<file path="src/common/interrupt_context_return_defs.vh">
// constants for the interrupt entry and return block
// assumes the including core runs every register on one clock
//
// How it works
// - interrupt redirects fetch to address 000h
// - opcode 00e restores context from shadows
// - status flags take saved value, not computed
// - return resumes at restored 12-bit pc
// - opcode 00f is counter-adjusting return
// - add accumulator into counter before restore
// - returns take 2 cycles compatible, 3 turbo
`ifndef INTERRUPT_CONTEXT_RETURN_DEFS_VH
`define INTERRUPT_CONTEXT_RETURN_DEFS_VH

`define ICR_VECTOR_ADDR   12'h000
`define ICR_OP_RETURN     12'h00e
`define ICR_OP_RETURN_ADJ 12'h00f
`define ICR_CYC_COMPAT    2'h2
`define ICR_CYC_TURBO     2'h3
`define ICR_RST_PC        12'h000
`define ICR_RST_BYTE      8'h00
`define ICR_RST_CNT       2'h0
`define ICR_RST_BIT       1'b0

`endif

</file>
<file path="src/core/interrupt_context_return.v">
// interrupt entry and return-from-interrupt sequencing for the core
// assumes all inputs come from core logic on clk; no pins reach here
`timescale 1ns/1ps
`include "interrupt_context_return_defs.vh"

module interrupt_context_return (
    // clock and reset
    input  wire        clk,
    input  wire        reset_n,
    // timing mode: high selects turbo
    input  wire        turboMode,
    // interrupt entry
    input  wire        irqTake,
    // live core state
    input  wire [11:0] pcIn,
    input  wire [7:0]  accIn,
    input  wire [7:0]  statusIn,
    input  wire [7:0]  fileSelectIn,
    input  wire [7:0]  realTimeCounterIn,
    // decoded instruction
    input  wire        opValid,
    input  wire [11:0] opcode,
    // fetch redirect
    output reg         fetchLoad,
    output reg  [11:0] fetchAddr,
    // context restore
    output reg         restoreLoad,
    output reg  [7:0]  accOut,
    output reg  [7:0]  statusOut,
    output reg  [7:0]  fileSelectOut,
    // counter adjust
    output reg         realTimeCounterLoad,
    output reg  [7:0]  realTimeCounterOut,
    // return sequence in progress
    output reg         busy
);

    // one-hot sequencer states
    localparam [1:0] ST_IDLE   = 2'b01;
    localparam [1:0] ST_RETURN = 2'b10;

    // sequencer state and cycles left in a return
    reg  [1:0]  state_reg;
    reg  [1:0]  state_next;
    reg  [1:0]  cnt_reg;
    reg  [1:0]  cnt_next;

    // shadow copies of the interrupted context
    reg  [11:0] shadowPc_reg;
    reg  [11:0] shadowPc_next;
    reg  [7:0]  shadowAcc_reg;
    reg  [7:0]  shadowAcc_next;
    reg  [7:0]  shadowStatus_reg;
    reg  [7:0]  shadowStatus_next;
    reg  [7:0]  shadowPointer_reg;
    reg  [7:0]  shadowPointer_next;

    // next values of the registered outputs
    reg         fetchLoad_next;
    reg  [11:0] fetchAddr_next;
    reg         restoreLoad_next;
    reg  [7:0]  accOut_next;
    reg  [7:0]  statusOut_next;
    reg  [7:0]  fileSelectOut_next;
    reg         realTimeCounterLoad_next;
    reg  [7:0]  realTimeCounterOut_next;
    reg         busy_next;

    // decode and sequencing qualifiers
    wire        isIdle;
    wire        isReturn;
    wire        isReturnAdj;
    wire        entryNow;
    wire        returnStart;
    wire        restoreNow;
    wire [1:0]  cycles;
    wire [7:0]  adjSum;

    assign isIdle      = (state_reg == ST_IDLE);
    assign isReturn    = opValid && (opcode == `ICR_OP_RETURN);
    assign isReturnAdj = opValid && (opcode == `ICR_OP_RETURN_ADJ);

    // an interrupt is only taken from idle; while busy the core is
    // expected to hold it off, so one arriving then leaves no trace
    assign entryNow    = isIdle && irqTake;
    // interrupt entry beats a return decoded in the same cycle
    assign returnStart = isIdle && !irqTake && (isReturn || isReturnAdj);
    // last cycle of a return: the context goes back at this edge
    assign restoreNow  = (state_reg == ST_RETURN) && (cnt_reg == 2'h1);

    // turbo is sampled at decode only; a change mid-return is ignored
    assign cycles = turboMode ? `ICR_CYC_TURBO : `ICR_CYC_COMPAT;

    // 8-bit sum drops the carry on purpose: the counter wraps and no
    // flag sees it, since status is reloaded wholesale afterwards
    assign adjSum = realTimeCounterIn + accIn;

    // sequencer: counts the cycles of a return and raises busy
    always @* begin
        state_next = state_reg;
        cnt_next   = cnt_reg;
        busy_next  = busy;
        case (state_reg)
            ST_IDLE: begin
                if (returnStart) begin
                    // the decode cycle counts as the first cycle
                    cnt_next   = cycles - 2'h1;
                    busy_next  = 1'b1;
                    state_next = ST_RETURN;
                end
            end
            ST_RETURN: begin
                cnt_next = cnt_reg - 2'h1;
                if (restoreNow) begin
                    // busy drops on the edge the restore pulses rise
                    busy_next  = 1'b0;
                    state_next = ST_IDLE;
                end
            end
            default: begin
                // an illegal code falls back to idle with no pulse
                cnt_next   = `ICR_RST_CNT;
                busy_next  = `ICR_RST_BIT;
                state_next = ST_IDLE;
            end
        endcase
    end

    // shadow capture: every interrupt taken re-saves the whole context,
    // so back-to-back entries keep only the latest one
    always @* begin
        shadowPc_next      = shadowPc_reg;
        shadowAcc_next     = shadowAcc_reg;
        shadowStatus_next  = shadowStatus_reg;
        shadowPointer_next = shadowPointer_reg;
        if (entryNow) begin
            shadowPc_next      = pcIn;
            shadowAcc_next     = accIn;
            shadowStatus_next  = statusIn;
            shadowPointer_next = fileSelectIn;
        end
    end

    // fetch redirect: vector on entry, saved pc at the end of a return;
    // the two never meet, as entry is only taken from idle
    always @* begin
        fetchLoad_next = 1'b0;
        fetchAddr_next = fetchAddr;
        if (entryNow) begin
            fetchLoad_next = 1'b1;
            fetchAddr_next = `ICR_VECTOR_ADDR;
        end else if (restoreNow) begin
            fetchLoad_next = 1'b1;
            fetchAddr_next = shadowPc_reg;
        end
    end

    // context restore: status comes back whole, no flag is recomputed
    always @* begin
        restoreLoad_next   = 1'b0;
        accOut_next        = accOut;
        statusOut_next     = statusOut;
        fileSelectOut_next = fileSelectOut;
        if (restoreNow) begin
            restoreLoad_next   = 1'b1;
            accOut_next        = shadowAcc_reg;
            statusOut_next     = shadowStatus_reg;
            fileSelectOut_next = shadowPointer_reg;
        end
    end

    // counter adjust at the start of the sequence, using the live
    // accumulator before the restore overwrites it; the core must not
    // write the counter itself in that cycle
    always @* begin
        realTimeCounterLoad_next = 1'b0;
        realTimeCounterOut_next  = realTimeCounterOut;
        if (returnStart && isReturnAdj) begin
            realTimeCounterLoad_next = 1'b1;
            realTimeCounterOut_next  = adjSum;
        end
    end

    // sequencer registers
    always @(posedge clk) begin
        if (!reset_n) begin
            state_reg <= ST_IDLE;
            cnt_reg   <= `ICR_RST_CNT;
            busy      <= `ICR_RST_BIT;
        end else begin
            state_reg <= state_next;
            cnt_reg   <= cnt_next;
            busy      <= busy_next;
        end
    end

    // shadow registers; cleared by reset so a stray return restores
    // zeros rather than unknowns
    always @(posedge clk) begin
        if (!reset_n) begin
            shadowPc_reg      <= `ICR_RST_PC;
            shadowAcc_reg     <= `ICR_RST_BYTE;
            shadowStatus_reg  <= `ICR_RST_BYTE;
            shadowPointer_reg <= `ICR_RST_BYTE;
        end else begin
            shadowPc_reg      <= shadowPc_next;
            shadowAcc_reg     <= shadowAcc_next;
            shadowStatus_reg  <= shadowStatus_next;
            shadowPointer_reg <= shadowPointer_next;
        end
    end

    // output registers: every output comes straight from a flip-flop
    always @(posedge clk) begin
        if (!reset_n) begin
            fetchLoad           <= `ICR_RST_BIT;
            fetchAddr           <= `ICR_RST_PC;
            restoreLoad         <= `ICR_RST_BIT;
            accOut              <= `ICR_RST_BYTE;
            statusOut           <= `ICR_RST_BYTE;
            fileSelectOut       <= `ICR_RST_BYTE;
            realTimeCounterLoad <= `ICR_RST_BIT;
            realTimeCounterOut  <= `ICR_RST_BYTE;
        end else begin
            fetchLoad           <= fetchLoad_next;
            fetchAddr           <= fetchAddr_next;
            restoreLoad         <= restoreLoad_next;
            accOut              <= accOut_next;
            statusOut           <= statusOut_next;
            fileSelectOut       <= fileSelectOut_next;
            realTimeCounterLoad <= realTimeCounterLoad_next;
            realTimeCounterOut  <= realTimeCounterOut_next;
        end
    end

endmodule // interrupt_context_return

</file>
<file path="config.mk">
export PLATFORM = sky130hd
export DESIGN_NAME = interrupt_context_return
export DESIGN_NICKNAME = d
export VERILOG_FILES = /design/src/core/interrupt_context_return.v
export VERILOG_INCLUDE_DIRS = /design/src /design/src/common
export SDC_FILE = /design/constraint.sdc
export NUM_CORES = 1
export LEC_CHECK = 0
export BUFFER_PORTS_ARGS = -buffer_cell sky130_fd_sc_hd__buf_2
export CELL_PAD_IN_SITES_DETAIL_PLACEMENT = 0
export CELL_PAD_IN_SITES_GLOBAL_PLACEMENT = 1
export CORE_ASPECT_RATIO = 1.2
export CORE_MARGIN = 2
export CORE_UTILIZATION = 31
export CTS_CLUSTER_SIZE = 8
export DETAILED_ROUTE_END_ITERATION = 12
export MAX_ROUTING_LAYER = met4
export PLACE_DENSITY = 0.68
export SKIP_CTS_REPAIR_TIMING = 1
export SLEW_MARGIN = 20
export SYNTH_ARGS = -nofsm -noshare
export SYNTH_HDL_FRONTEND = slang
export SYNTH_SLANG_ARGS = --single-unit
</file>
<file path="constraint.sdc">
create_clock -name clk -period 2.62 [get_ports clk]
set_input_delay 0.262 -clock clk [delete_from_list [all_inputs] [get_ports clk]]
set_output_delay 0.262 -clock clk [all_outputs]
set_load 0.01 [all_outputs]
</file>
# Yosys cells after proc, flatten, opt, wreduce, memory -nomap -nowiden
# Cells that the tools add are included.
# Widths: inputs -> output; s select.
[op_classes]
bitwise_logic = 1
eq_ne = 7
reduce_logical = 11
addsub = 3
n_mux = 12
[ops]
columns = ["cell", "count"]
rows = [
  ["$eq 12x4->1 const B", 2],
  ["$add 8x8->8", 1],
  ["$pmux 2 s2", 2],
  ["$logic_and 1x1->1", 7],
  ["$mux 1", 6],
  ["$mux 2", 3],
  ["$eq 2x1->1 const B", 2],
  ["$sub 2x1->2 const B", 2],
  ["$eq 2x2->1 const B", 1],
  ["$ne 2x1->1 const B", 1],
  ["$ne 2x2->1 const B", 1],
  ["$pmux 1 s2", 1],
  ["$reduce_and 2->1", 1],
  ["$reduce_or 2->1", 1],
  ["$logic_not 1->1", 1],
  ["$logic_or 1x1->1", 1],
  ["$not 1->1", 1],
]
[word_totals]
inputBits = 61
out_inout_bits = 48
ff_bits = 88

# Depth between registers and ports, before layout
[logic_depth]
depth_word = 6
ltp_mapped = 8
depth_no_buf = 6

# Worst setup path after synthesis
# OpenSTA, ideal clock, no wires.
[synth_timing]
path_type = "input to register"
startpoint = "in opcode[5]"
endpoint = "reg realTimeCounterOut[6]"
setup_time_ps = 73
path_stages = 5
path_buffers = 1
t_arrival_ps = 2029
required_time_ps = 2547
path_slack_ps = 517
path_cell_list = "or4b_4 > or4_4 > buf_6 > or4_4 > o211ai_2"
[synth_between]
elab_chain_len = 5
elab_cells_between_ends = 7
[synth_rtl]
columns = ["element", "line_no", "rtl"]
rows = [
  ["from (decl)", "interrupt_context_return.v:22", "input wire [11:0] opcode,"],
  ["$eq 12x4->1 (no line)", "n/a", ""],
  ["$logic_and 1x1->1 (on tied branches)", "interrupt_context_return.v:80, interrupt_context_return.v:81", ""],
  ["$logic_or 1x1->1", "interrupt_context_return.v:87", "assign returnStart = isIdle && !irqTake && (isReturn || isReturnAdj);"],
  ["$logic_and 1x1->1", "interrupt_context_return.v:87", ""],
  ["$logic_and 1x1->1 (*)", "interrupt_context_return.v:178", "if (returnStart && isReturnAdj) begin"],
  ["to (signal assigned)", "interrupt_context_return.v:223", "realTimeCounterOut <= `ICR_RST_BYTE;"],
  ["to (signal assigned)", "interrupt_context_return.v:232", "realTimeCounterOut <= realTimeCounterOut_next;"],
  ["to (decl)", "interrupt_context_return.v:33", "output reg [7:0] realTimeCounterOut,"],
]
# Mark *: on every way between the ends. The rest lies on a longest branch, timed or not.
# A chain may end at the register's enable or synchronous reset.

==> flow_summary.html <==
<table>
<tr><th>Metric</th><th>Value</th></tr>
<tr><th colspan="2">Cells and area</th></tr>
<tr><td>Number of cells in the finished layout apart from fillers</td><td>588</td></tr>
<tr><td>Net count of the finished layout</td><td>526</td></tr>
<tr><td>Post-route cell area</td><td>0.00431 mm^2</td></tr>
<tr><td>Sequential cell area in the final layout</td><td>0.00174 mm^2</td></tr>
<tr><td>Layout area overhead</td><td>31.1%</td></tr>
<tr><td>Share of cells above drive strength 1</td><td>0.309</td></tr>
<tr><td>Fill cells</td><td>1071</td></tr>
<tr><td>N_diodes</td><td>0</td></tr>
<tr><td>Utilization after layout</td><td>0.413</td></tr>
<tr><td>Area taken by multi-input logic gates</td><td>0.00144 mm^2</td></tr>
<tr><th colspan="2">Yosys</th></tr>
<tr><td>Post-synth design cell area</td><td>0.00328 mm^2</td></tr>
<tr><td>Proportion of netlist area held by the largest area contributor</td><td>0.530</td></tr>
<tr><td>Async S/R FF share, synth</td><td>0</td></tr>
<tr><td>Sequential element share of the synthesized area</td><td>0.530</td></tr>
<tr><td>Number of unique standard cell types used by synthesis</td><td>41</td></tr>
<tr><td>Post-Syn Nets</td><td>421</td></tr>
<tr><td>Synth Area per Inst</td><td>9.41 um^2</td></tr>
<tr><td>Top flip-flop cell by instance count after synthesis</td><td>dfxtp_1</td></tr>
<tr><td>#FFs+latches synth</td><td>87</td></tr>
<tr><td>Synth warnings</td><td>0</td></tr>
<tr><td>Synth top area cells</td><td>dfxtp_1, nand2_1, a22o_1</td></tr>
<tr><td>Cell with the most instances after synthesis</td><td>nand2_1</td></tr>
<tr><td>Most numerous cell types in the synthesized netlist</td><td>nand2_1, dfxtp_1, a21oi_1</td></tr>
<tr><td>Count of flip-flops with a built-in enable after synthesis</td><td>0</td></tr>
<tr><td>Synthesized netlist cell count</td><td>349</td></tr>
<tr><td>Library cell occupying the most area in the post-synthesis netlist</td><td>dfxtp_1</td></tr>
<tr><th colspan="2">Global route</th></tr>
<tr><td>Vias in the first global route</td><td>2748</td></tr>
<tr><td>Total congestion overflow</td><td>0</td></tr>
<tr><td>Initial antenna violation count</td><td>0</td></tr>
<tr><td>First-pass GRT wire length</td><td>13800 um</td></tr>
<tr><td>Largest net degree at the start of global routing</td><td>37</td></tr>
<tr><td>Total routing usage reported by global routing</td><td>0.160</td></tr>
<tr><th colspan="2">Place</th></tr>
<tr><td>Post-detail-place hpwl</td><td>6100 um</td></tr>
<tr><td>Number of placed instances with taps included</td><td>572</td></tr>
<tr><td>Placement-stage worst setup slack</td><td>377 ps</td></tr>
<tr><td>Cell area reported after detailed placement</td><td>0.00400 mm^2</td></tr>
<tr><td>Port-buffer cells</td><td>108</td></tr>
<tr><td>Routability-driven placement congestion ratio</td><td>0.765</td></tr>
<tr><th colspan="2">Power and ir drop</th></tr>
<tr><td>Cell area power density</td><td>763 mW/mm^2</td></tr>
<tr><td>Highest ir drop seen on vdd</td><td>0.331 mV</td></tr>
<tr><td>Switching part of the total</td><td>0.252</td></tr>
<tr><td>Switching power summed over all nets</td><td>0.829 mW</td></tr>
<tr><td>Total internal power</td><td>2.46 mW</td></tr>
<tr><td>Logic pwr share</td><td>0.137</td></tr>
<tr><td>Leakage power</td><td>1.90 nW</td></tr>
<tr><td>Final Power</td><td>3.29 mW</td></tr>
<tr><td>Clock share of power</td><td>0.396</td></tr>
<tr><td>Share of power burned in registers</td><td>0.468</td></tr>
<tr><th colspan="2">Route</th></tr>
<tr><td>Avg WL per Cell</td><td>14.7 um</td></tr>
<tr><td>Aggregate routed wire length</td><td>8630 um</td></tr>
<tr><td>DRT antenna net count</td><td>0</td></tr>
<tr><td>Starting DRT DRC Count</td><td>91</td></tr>
<tr><td>Vias per Instance</td><td>4.94</td></tr>
<tr><td>Detailed-route DRC error count</td><td>0</td></tr>
<tr><td>Routed via count</td><td>2904</td></tr>
<tr><td>First-pass iteration count of the detailed router</td><td>4</td></tr>
<tr><th colspan="2">STA</th></tr>
<tr><td>Fin crit share</td><td>0.862</td></tr>
<tr><td>Setup repair after global routing missed its margin</td><td>no</td></tr>
<tr><td>Fin worst setup slack</td><td>363 ps</td></tr>
<tr><td>Number of endpoints failing setup at the final stage</td><td>0</td></tr>
<tr><td>Clock tree skew after final layout</td><td>5.13 ps</td></tr>
<tr><td>Normalized max-slew margin</td><td>0.557</td></tr>
<tr><td>Worst-case hold slack</td><td>135 ps</td></tr>
<tr><td>Min Tclk post-route</td><td>2260 ps</td></tr>
<tr><td>Final hold violation count</td><td>0</td></tr>
<tr><td>Final TNS setup</td><td>0 ps</td></tr>
<tr><td>Count of pins over their slew limit</td><td>0</td></tr>
<tr><td>Upper clock frequency limit</td><td>0.443 GHz</td></tr>
<tr><td>Slew at the pin closest to its max-slew limit</td><td>664 ps</td></tr>
<tr><th colspan="2">Min path</th></tr>
<tr><td>Hold path startpoint</td><td>fileSelectIn[3]</td></tr>
<tr><td>Hold-critical path depth</td><td>2</td></tr>
<tr><td>Worst min path class</td><td>in -&gt; reg</td></tr>
<tr><td>Hold Path Sink</td><td>shadowPointer_reg[3]</td></tr>
<tr><th colspan="2">Worst setup path</th></tr>
<tr><td>Critical Path Sink Type</td><td>flop</td></tr>
<tr><td>Source of the worst register-to-register timing path</td><td>busy</td></tr>
<tr><td>Capture instance of the worst register-to-register path</td><td>realTimeCounterOut[5]</td></tr>
<tr><td>Worst setup SP type</td><td>flop</td></tr>
<tr><td>Slack of the worst reg-to-reg path</td><td>360 ps</td></tr>
<tr><td>Count of cells along the worst register-to-register path</td><td>6</td></tr>
<tr><td>Worst-path maximum fanout</td><td>10</td></tr>
<tr><td>Data arrival time of the critical path</td><td>2480 ps</td></tr>
<tr><td>Data required time of the worst path</td><td>2840 ps</td></tr>
<tr><td>Crit Path Class</td><td>reg -&gt; reg</td></tr>
<tr><th colspan="2">Clock tree</th></tr>
<tr><td>CTS tree</td><td>yes</td></tr>
<tr><td>Clk pin slew, worst setup/hold paths</td><td>60 ps</td></tr>
<tr><td>Total number of clock tree sinks</td><td>87</td></tr>
<tr><td>Max Root-Sink Buffers</td><td>2</td></tr>
<tr><td>Number of levels in the clock H-tree</td><td>3</td></tr>
<tr><td>CTS Buf Count</td><td>9</td></tr>
<tr><td>Insertion delay to the later sink of the worst-skew pair</td><td>340 ps</td></tr>
<tr><td>Buffer cell driving the clock tree root</td><td>clkbuf_16</td></tr>
<tr><th colspan="2">Floorplan</th></tr>
<tr><td>Die Footprint</td><td>0.0114 mm^2</td></tr>
<tr><td>Area of the core</td><td>0.0104 mm^2</td></tr>
<tr><td>I/O Pins</td><td>109</td></tr>
<tr><td>Initial core utilization</td><td>0.315</td></tr>
<tr><td>Vertical die dimension</td><td>117 um</td></tr>
<tr><td>Cell Rows</td><td>41</td></tr>
<tr><td>Die Wd</td><td>97.9 um</td></tr>
<tr><th colspan="2">Run status</th></tr>
<tr><td>Status</td><td>finished clean</td></tr>
<tr><th colspan="2">Job</th></tr>
<tr><td>Max-Cap Viols</td><td>0</td></tr>
</table>
## cell families (layout without fill, tap and decap cells)
family | Yosys count | after routing | share of synthesized area
and+or+nand+nor | 115 | 115 | 0.157
AOI/OAI and AO/OA | 105 | 105 | 0.219
DFF | 87 | 87 | 0.530
buffers and inverters | 26 | 136 | 0.0354
adders and majority gates | 11 | 11 | 0.0442
muxes | 3 | 3 | 0.00915
xor gates and xnor gates | 2 | 2 | 0.00534
## critical path, stage by stage (launching register included)
cell      delay, ps
dfxtp_1         330
inv_1            60
ha_1            340
nand4b_1        240
or4_4           610
and3_2          240
a311o_1         310
## per-layer routing
layer	GRT usage	routed length, um	share of wire	vias to the layer above
met4	0.0907	254	0.029	0
met1	0.198	3900	0.45	1357
met5	-	0	0	-
li1	-	-	-	1445
met3	0.0275	437	0.051	15
met2	0.249	4040	0.47	87
## cells in the final DEF (no fill, tap or decap), types with 2 or more instances in the layout
cell	n
a211oi_1	3
buf_12	3
and3_1	3
a22o_1	36
xor2_1	2
nand2b_1	3
buf_4	4
o21ai_0	5
mux2i_1	3
or4_4	3
a21oi_1	47
nor4_1	2
nand2_1	88
buf_2	108
a21o_1	3
nor2_1	6
ha_1	10
clkbuf_16	9
inv_1	4
clkinv_2	2
clkbuf_8	2
dfxtp_1	87
## final cells by class
class	count	share of cell area
inverters	5	0.00436
well taps	129	0.0375
clock inverters	5	0.0131
multi-input cells	236	0.335
repair buffers	115	0.146
flip-flops and latches	87	0.405
clock buffers	11	0.0587
## power groups by stage
stage,combinational (mW),clock [mW],sequential (mW)
after CTS,0.454,1.34,1.54
after global placement,0.448,0,1.56
after floorplan,0.292,0,1.55
after global routing,0.499,1.39,1.55
final,0.448,1.30,1.54
after detailed placement,0.451,0,1.56
## worst max path at each step
stage | from | to | slack [ps] | cells past startpoint
after floorplan | opcode[5] | realTimeCounterOut[6] | 520 | 5
after global placement | opcode[5] | realTimeCounterOut[5] | 430 | 5
after detailed placement | busy | realTimeCounterOut[5] | 380 | 6
after CTS | busy | realTimeCounterOut[5] | 360 | 6
after global routing | busy | realTimeCounterOut[5] | 210 | 6
final | busy | realTimeCounterOut[5] | 360 | 6
Power figures use the tool's default switching activity.
